--- config.mk ---
export PLATFORM = sky130hd
export DESIGN_NAME = lpfa_access
export DESIGN_NICKNAME = d
export VERILOG_FILES = /design/src/lpfa_pkg.sv /design/src/lpfa_access.sv
export VERILOG_INCLUDE_DIRS = /design/src
export SDC_FILE = /design/constraint.sdc
export NUM_CORES = 1
export LEC_CHECK = 0
export ABC_AREA = 0
export BUFFER_PORTS_ARGS = -buffer_cell sky130_fd_sc_hd__clkbuf_2
export CORE_UTILIZATION = 50
export CTS_BUF_LIST = sky130_fd_sc_hd__clkbuf_8
export DETAILED_ROUTE_END_ITERATION = 8
export PLACE_DENSITY = 0.84
export REMOVE_ABC_BUFFERS = 1
export SLEW_MARGIN = 5
export SYNTH_ARGS = -nofsm -noshare
export SYNTH_HDL_FRONTEND = slang
export SYNTH_SLANG_ARGS = --single-unit
export TNS_END_PERCENT = 50
--- constraint.sdc ---
create_clock -name clk_sys -period 2.5 [get_ports clk_sys]
set_input_delay 0.25 -clock clk_sys [delete_from_list [all_inputs] [get_ports clk_sys]]
set_output_delay 0.25 -clock clk_sys [all_outputs]
set_load 0.1 [all_outputs]
--- src/lpfa_regs.svh ---
// Register offsets, reset values and field positions of the pointer path.
`ifndef LPFA_REGS_SVH
`define LPFA_REGS_SVH

// ----------------------------------------------------------------------------
// Byte offsets on the register bus
// ----------------------------------------------------------------------------
`define LPFA_OFF_PTR_HIGH   8'h00
`define LPFA_OFF_PTR_MID    8'h04
`define LPFA_OFF_PTR_LOW    8'h08
`define LPFA_OFF_WORD_INC   8'h0c
`define LPFA_OFF_BYTE_INC   8'h10
`define LPFA_OFF_LIN_BYTE   8'h14
`define LPFA_OFF_PTR_ADD    8'h18
`define LPFA_OFF_NONE       8'hff

// ----------------------------------------------------------------------------
// Field positions and reset values
// ----------------------------------------------------------------------------
`define LPFA_PTR_W          17
`define LPFA_PTR_TOP_BIT    16
`define LPFA_PTR_RST        17'h00000
`define LPFA_RDATA_RST      32'h00000000
`define LPFA_BYTE_HI_MSB    15
`define LPFA_BYTE_HI_LSB    8

`endif

--- src/lpfa_pkg.sv ---
// Types shared by the linear pointer flash access path.
package lpfa_pkg;

  // --------------------------------------------------------------------------
  // Sequencer states, Gray coded along idle, data phase, bytes, done
  // --------------------------------------------------------------------------
  typedef enum logic [2:0] {
    ST_IDLE = 3'h0,
    ST_DPH  = 3'h1,
    ST_MEM1 = 3'h3,
    ST_MEM2 = 3'h2,
    ST_DONE = 3'h6
  } lpfa_state_t;

  // --------------------------------------------------------------------------
  // Complete state of the access path
  // --------------------------------------------------------------------------
  typedef struct packed {
    lpfa_state_t st;
    logic [7:0]  off;
    logic        wr;
    logic [16:0] ptr;
    logic [15:0] wbuf;
    logic [31:0] rdata;
    logic        memReq;
    logic        memWe;
    logic [7:0]  memWdata;
  } lpfa_regs_t;

endpackage : lpfa_pkg

--- src/lpfa_access.sv ---
// AHB-Lite slave reaching flash bytes through a linear pointer.
`timescale 1ns/10ps
`include "lpfa_regs.svh"

module lpfa_access
  import lpfa_pkg::*;
#(
  parameter int ADDR_W = 12
) (
  // Clock and reset
  input  wire logic              clk_sys,
  input  wire logic              rst,
  // AHB-Lite slave
  input  wire logic              hsel,
  input  wire logic [ADDR_W-1:0] haddr,
  input  wire logic [1:0]        htrans,
  input  wire logic              hwrite,
  input  wire logic [2:0]        hsize,
  input  wire logic [31:0]       hwdata,
  input  wire logic              hready,
  output logic                   hreadyout,
  output logic                   hresp,
  output logic [31:0]            hrdata,
  // Flash byte access
  output logic                   memReq,
  output logic                   memWe,
  output logic [16:0]            memAddr,
  output logic [7:0]             memWdata,
  input  wire logic [7:0]        memRdata,
  input  wire logic              memAck
);

  // --------------------------------------------------------------------------
  // Helpers
  // --------------------------------------------------------------------------
  function automatic logic [16:0] ptrAdd(input logic [16:0] p,
                                         input logic [7:0]  v);
    ptrAdd = p + {{9{v[7]}}, v};
  endfunction : ptrAdd

  function automatic logic isPort(input logic [7:0] o);
    isPort = (o == `LPFA_OFF_WORD_INC) || (o == `LPFA_OFF_BYTE_INC) ||
             (o == `LPFA_OFF_LIN_BYTE);
  endfunction : isPort

  function automatic logic [31:0] readReg(input logic [7:0]  o,
                                          input logic [16:0] p);
    unique case (o)
      `LPFA_OFF_PTR_HIGH: readReg = {31'h0, p[`LPFA_PTR_TOP_BIT]};
      `LPFA_OFF_PTR_MID:  readReg = {24'h0, p[15:8]};
      `LPFA_OFF_PTR_LOW:  readReg = {24'h0, p[7:0]};
      default:            readReg = 32'h0;
    endcase
  endfunction : readReg

  lpfa_regs_t s_q;
  lpfa_regs_t s_d;
  logic       accept;
  logic       postInc;
  logic       isWord;
  logic [7:0] offIn;

  assign accept  = hsel & htrans[1] & hready;
  assign isWord  = (s_q.off == `LPFA_OFF_WORD_INC);
  assign postInc = isWord || (s_q.off == `LPFA_OFF_BYTE_INC);
  assign offIn   = (haddr[ADDR_W-1:8] == '0) ? haddr[7:0] : `LPFA_OFF_NONE;

  assign hreadyout = !((s_q.st == ST_MEM1) || (s_q.st == ST_MEM2) ||
                       ((s_q.st == ST_DPH) && isPort(s_q.off)));
  assign hresp    = 1'b0;
  assign hrdata   = s_q.rdata;
  assign memReq   = s_q.memReq;
  assign memWe    = s_q.memWe;
  assign memAddr  = s_q.ptr;
  assign memWdata = s_q.memWdata;

  // --------------------------------------------------------------------------
  // Sequencer
  // --------------------------------------------------------------------------
  always_comb begin
    s_d = s_q;
    unique case (s_q.st)
      ST_IDLE: begin
      end
      ST_DPH: begin
        if (isPort(s_q.off)) begin
          s_d.memReq   = 1'b1;
          s_d.memWe    = s_q.wr;
          s_d.wbuf     = hwdata[15:0];
          s_d.memWdata = isWord ? hwdata[15:8] : hwdata[7:0];
          s_d.st       = ST_MEM1;
        end else if (s_q.wr) begin
          unique case (s_q.off)
            `LPFA_OFF_PTR_HIGH: s_d.ptr[`LPFA_PTR_TOP_BIT] = hwdata[0];
            `LPFA_OFF_PTR_MID:  s_d.ptr[15:8] = hwdata[7:0];
            `LPFA_OFF_PTR_LOW:  s_d.ptr[7:0]  = hwdata[7:0];
            `LPFA_OFF_PTR_ADD:  s_d.ptr = ptrAdd(s_q.ptr, hwdata[7:0]);
            default: begin
            end
          endcase
        end
      end
      ST_MEM1: begin
        if (memAck) begin
          s_d.memReq = 1'b0;
          if (!s_q.wr) begin
            s_d.rdata = isWord ? {16'h0, memRdata, 8'h0}
                               : {24'h0, memRdata};
          end else begin
            s_d.rdata = `LPFA_RDATA_RST;
          end
          if (postInc) begin
            s_d.ptr = ptrAdd(s_q.ptr, 8'h01);
          end
          if (isWord) begin
            s_d.memReq   = 1'b1;
            s_d.memWdata = s_q.wbuf[7:0];
            s_d.st       = ST_MEM2;
          end else begin
            s_d.st = ST_DONE;
          end
        end
      end
      ST_MEM2: begin
        if (memAck) begin
          s_d.memReq = 1'b0;
          if (!s_q.wr) begin
            s_d.rdata[7:0] = memRdata;
          end
          s_d.ptr = ptrAdd(s_q.ptr, 8'h01);
          s_d.st  = ST_DONE;
        end
      end
      ST_DONE: begin
      end
      default: begin
        s_d.st = ST_IDLE;
      end
    endcase
    if (hreadyout) begin
      if (accept) begin
        s_d.st    = ST_DPH;
        s_d.off   = offIn;
        s_d.wr    = hwrite;
        s_d.rdata = hwrite ? `LPFA_RDATA_RST : readReg(offIn, s_d.ptr);
      end else begin
        s_d.st = ST_IDLE;
      end
    end
  end

  always_ff @(posedge clk_sys) begin
    if (rst) begin
      s_q          <= '0;
      s_q.st       <= ST_IDLE;
      s_q.ptr      <= `LPFA_PTR_RST;
      s_q.rdata    <= `LPFA_RDATA_RST;
    end else begin
      s_q <= s_d;
    end
  end

  // --------------------------------------------------------------------------
  // Checks
  // --------------------------------------------------------------------------
  a_req_uses_ptr: assert property (
    @(posedge clk_sys) disable iff (rst)
    (s_q.st == ST_DPH && isPort(s_q.off)) |=>
      memReq && memAddr == $past(s_q.ptr))
    else $error("Flash access does not start at the pointer.");

  a_inc_after_ack: assert property (
    @(posedge clk_sys) disable iff (rst)
    (s_q.st == ST_MEM1 && memAck && postInc) |=>
      memAddr == 17'($past(memAddr) + 17'h1))
    else $error("Pointer not advanced after post-increment access.");

  a_ports_same_first: assert property (
    @(posedge clk_sys) disable iff (rst)
    (s_q.st == ST_MEM1 && memAck && !memWe && postInc) |=>
      (isWord ? hrdata[15:8] : hrdata[7:0]) == $past(memRdata))
    else $error("Post-increment read returned the wrong byte.");

  a_word_two_bytes: assert property (
    @(posedge clk_sys) disable iff (rst)
    (s_q.st == ST_MEM1 && memAck && isWord) |=> memReq && !hreadyout)
    else $error("Word access did not start its second byte.");

  a_plain_read: assert property (
    @(posedge clk_sys) disable iff (rst)
    (s_q.st == ST_MEM1 && memAck && !memWe &&
     s_q.off == `LPFA_OFF_LIN_BYTE) |=> hrdata == {24'h0, $past(memRdata)})
    else $error("Plain byte read returned the wrong data.");

  a_add_signed: assert property (
    @(posedge clk_sys) disable iff (rst)
    (s_q.st == ST_DPH && s_q.wr && s_q.off == `LPFA_OFF_PTR_ADD) |=>
      memAddr == 17'($past(memAddr) + {{9{$past(hwdata[7])}},
                                        $past(hwdata[7:0])}))
    else $error("Add port did not add the signed byte.");

  a_add_minus_one: assert property (
    @(posedge clk_sys) disable iff (rst)
    (s_q.st == ST_DPH && s_q.wr && s_q.off == `LPFA_OFF_PTR_ADD &&
     hwdata[7:0] == 8'hff) |=> memAddr == 17'($past(memAddr) - 17'h1))
    else $error("Add of 0xff did not subtract one.");

  a_add_minus_128: assert property (
    @(posedge clk_sys) disable iff (rst)
    (s_q.st == ST_DPH && s_q.wr && s_q.off == `LPFA_OFF_PTR_ADD &&
     hwdata[7:0] == 8'h80) |=> memAddr == 17'($past(memAddr) - 17'h80))
    else $error("Add of 0x80 did not subtract 128.");

  a_plain_keeps_ptr: assert property (
    @(posedge clk_sys) disable iff (rst)
    (s_q.st == ST_MEM1 && memAck && s_q.off == `LPFA_OFF_LIN_BYTE) |=>
      $stable(memAddr) ##1 $stable(memAddr))
    else $error("Plain byte access moved the pointer.");

  a_ptr_wraps: assert property (
    @(posedge clk_sys) disable iff (rst)
    (s_q.st == ST_MEM1 && memAck && postInc && memAddr == 17'h1ffff) |=>
      memAddr == 17'h00000)
    else $error("Pointer did not wrap to zero.");

  a_low_byte_load: assert property (
    @(posedge clk_sys) disable iff (rst)
    (s_q.st == ST_DPH && s_q.wr && s_q.off == `LPFA_OFF_PTR_LOW) |=>
      memAddr[7:0] == $past(hwdata[7:0]) &&
      memAddr[16:8] == $past(memAddr[16:8]))
    else $error("Pointer low byte write failed.");

endmodule : lpfa_access

==> out/qor.tcl <==
set qor(cts-buffers-inserted) 9
set qor(antenna_found_initial) 0
set qor(cp_cell_sequence) {or3_4 > nor3_4 > and3_2 > a21oi_1 > a2111oi_1 > a2bb2oi_1 > a31oi_1 > o21ai_1}
set qor(cp_slowest_cell) {sky130_fd_sc_hd__or3_4}
set qor(async_flop_share_pct) 0
set qor(detailroute.via_count) 5916
set qor(drt.antenna.violating_nets) 0
set qor(fin_util_pct) 64.3
set qor(netlist-cell-type-count) 77
set qor(clockRootBuffer) {sky130_fd_sc_hd__clkbuf_8}
set qor(firstDrtPassIters) 6
set qor(seq_power_share_pct) 48.8
set qor(sw_frac_of_total_pct) 30.8
set qor(place_worst_setup_slack_ns) -0.298
set qor(clock_sinks) 79
set qor(fin_total_pwr_uw) 2630
set qor(path_buf_inv) 0
set qor(num_io_pins) 124
set qor(power_density_mw_per_mm2) 378
set qor(core-area_mm2) 0.0108
set qor(status) {finished, final reports clean}
set qor(max_cap_violations) 0
set qor(crit_fanout) 5
set qor(leakagePower_uw) 0.00294
set qor(drt-total-wl_mm) 17.9
set qor(synth_seq_cells) 79
set qor(crit_path_max_incr_delay_ns) 0.42
set qor(detailed_router_s_first_iteration_violation_count) 531
set qor(mappedNetlistArea_mm2) 0.00556
set qor(finish.net_count) 934
set qor(gr_usage_total_pct) 31.2
set qor(grt_pass1_wl_mm) 27.7
set qor(dieArea_mm2) 0.0115
set qor(setup-tns-final_ns) 0
set qor(max_slew.worst_pin.slew_ns) 0.651
set qor(cpLargestDelayFamily) {compound AO/OA/AOI/OAI gates}
set qor(drc) 0
set qor(layout.cells.most_common_list) {103 x sky130_fd_sc_hd__buf_4, 101 x sky130_fd_sc_hd__clkbuf_2, 98 x sky130_fd_sc_hd__nor2_1}
set qor(place.port_buffers) 102
set qor(clk_transition_reported_paths_ns) 0.09
set qor(fmax_ghz) 0.412
set qor(ys.flop_type) {sky130_fd_sc_hd__dfxtp_1}
set qor(final_common_cell) {sky130_fd_sc_hd__buf_4}
set qor(clock_skew_ns) 0.00703
set qor(cts.path.max_buffers) 2
set qor(rsz0062_at_grt) {yes}
set qor(layout-drive-gt1-share_pct) 33.4
set qor(syn-instance-count) 723
set qor(net_switching_component_of_the_power_uw) 810
set qor(critical_path_arrival_ns) 2.69
set qor(max_slew_margin_pct) 56.3
set qor(endpoint_kind) {flop}
set qor(pwr-share-comb_pct) 17.4
set qor(setup.worst_path.start_class) {flop}
set qor(finalHoldViolCount) 0
set qor(grt_start_max_net_pins) 49
set qor(layout_min_cycle_time_ns) 2.43
set qor(number_of_synthesized_flops_with_an_enable_pin) 0
set qor(worst-setup-path-type) {reg -> reg}
set qor(die_y_um) 107
set qor(row_count) 38
set qor(final.hold.worst_slack_ns) 0.130
set qor(final_wtd_congestion) 1.03
set qor(die_w_um) 107
set qor(synth-warning-count) 0
set qor(tritoncts) {built}
set qor(setup_viol) 0
set qor(holdCritPathClass) {in -> reg}
set qor(htree_num_levels) 3
set qor(synth_area_per_cell_um2) 7.69
set qor(grt_overflow_total) 0
set qor(synth.yosys.seq_area_share_pct) 28.5
set qor(highest_ir_drop_seen_on_vdd_mv) 0.471
set qor(hold_buffers) 0
set qor(finalWorstSetupSlack_ns) 0.0705
set qor(cp_data_required_time_ns) 2.76
set qor(clock_power_share_pct) 33.8
set qor(area_growth_syn_to_layout_pct) 25.4
set qor(layout_worst_path_cycle_share_pct) 97.2
set qor(place_hpwl_mm) 13.6
set qor(initial_utilization_pct) 51.3
set qor(clock_latency_ns) 0.38
set qor(internal-power_uw) 1820
set qor(vias_per_cell) 5.92
set qor(report.final.slew_viol_count) 0
set qor(number_of_global_route_vias_before_repair) 5475
set qor(post_drt_wl_per_cell_um) 17.9
==> area by class of cell <==
| type | instances | area (um^2) |
|---|---|---|
| tap | 140 | 175 |
| fill | 967 | 3870 |
| clock buffer | 9 | 124 |
| sequential | 79 | 1590 |
| inverter | 17 | 63.8 |
| multi-input combinational | 540 | 3650 |
| antenna | 1 | 2.50 |
| timing repair buffer | 206 | 1300 |
| clock inverter | 7 | 56.3 |
==> power groups by stage <==
stage	Combinational [uW]	Sequential, uW	Clock [uW]
after floorplan	182	1340	0
after global placement	410	1310	0
after detailed placement	417	1310	0
after CTS	425	1280	910
after global routing	491	1290	968
final	458	1290	890
==> Yosys cell counts (7+ instances only) <==
master,instances,area (um^2)
sky130_fd_sc_hd__nor3_1,35,175
sky130_fd_sc_hd__a211oi_1,17,128
sky130_fd_sc_hd__o21a_1,7,52.6
sky130_fd_sc_hd__nand4_1,8,50.1
sky130_fd_sc_hd__a21o_1,7,52.6
sky130_fd_sc_hd__ha_1,17,213
sky130_fd_sc_hd__a22oi_1,18,135
sky130_fd_sc_hd__and2_1,18,113
sky130_fd_sc_hd__o21ai_0,33,165
sky130_fd_sc_hd__nand2_1,41,154
sky130_fd_sc_hd__nor2b_1,12,75.1
sky130_fd_sc_hd__a21oi_1,63,315
sky130_fd_sc_hd__xnor2_1,12,105
sky130_fd_sc_hd__dfxtp_1,79,1580
sky130_fd_sc_hd__mux2i_1,18,180
sky130_fd_sc_hd__buf_4,59,443
sky130_fd_sc_hd__clkbuf_1,19,71.3
sky130_fd_sc_hd__nand3_1,16,80.1
sky130_fd_sc_hd__inv_1,17,63.8
sky130_fd_sc_hd__nor2_1,100,375
sky130_fd_sc_hd__and3_1,9,56.3
==> layer usage <==
| metal | GRT usage (%) | wire length, um | up-vias |
|---|---|---|---|
| met5 | 0 | 0 | - |
| met4 | 15.1 | 754 | 0 |
| met3 | 5.69 | 1600 | 63 |
| met2 | 48.8 | 7990 | 331 |
| met1 | 41.3 | 7510 | 2684 |
| li1 | - | - | 2838 |
==> worst reg2reg max path, cell delays in order (launching register included) <==
cell and delay [ns]:
sky130_fd_sc_hd__dfxtp_1 0.34, sky130_fd_sc_hd__or3_4 0.42, sky130_fd_sc_hd__nor3_4 0.21, sky130_fd_sc_hd__and3_2 0.30, sky130_fd_sc_hd__a21oi_1 0.10, sky130_fd_sc_hd__a2111oi_1 0.42, sky130_fd_sc_hd__a2bb2oi_1 0.20, sky130_fd_sc_hd__a31oi_1 0.22
sky130_fd_sc_hd__o21ai_1 0.10
==> sequential cells by signal, summed over array words and instances, names as in the netlist <==
name,cells
hrdata,32
memAddr,17
memWe,1
memWdata,8
s_q,20
memReq,1
==> kinds of logic (layout without fill, tap and decap cells) <==
group	after synthesis	after routing	share of synthesized area, %
other cells	1	2	0.0675
compound gates	208	208	24.8
xor+xnor	13	13	2.05
buf+inv	104	239	11.1
fa+ha+maj	18	18	4.19
flops	79	79	28.5
mux	20	20	3.65
simple gates	280	280	25.6
==> timing repair <==
item	in CTS	in global routing
pin swaps	10	22
setup endpoints to repair	10	34
gates resized for setup	17	50
buffers inserted	2	1
==> worst paths after layout <==
| check | to | startpoint | cells after the start | slack, ns |
|---|---|---|---|---|
| hold reg to reg | hrdata[16] | hrdata[16] | 1 | 0.46 |
| setup reg to reg | hrdata[5] | s_q[76] | 8 | 0.07 |
| hold / removal | hrdata[8] | memRdata[0] | 3 | 0.13 |
| setup / recovery | hrdata[5] | s_q[76] | 8 | 0.07 |
==> through the flow <==
step	std cells	area, um^2
6_report	999	6970
5_1_grt	998	6960
4_1_cts	1000	6740
3_5_place_dp	982	6470
3_3_place_gp	982	6470
2_1_floorplan	636	5000
No activity file was read; power rests on OpenSTA's default activity.
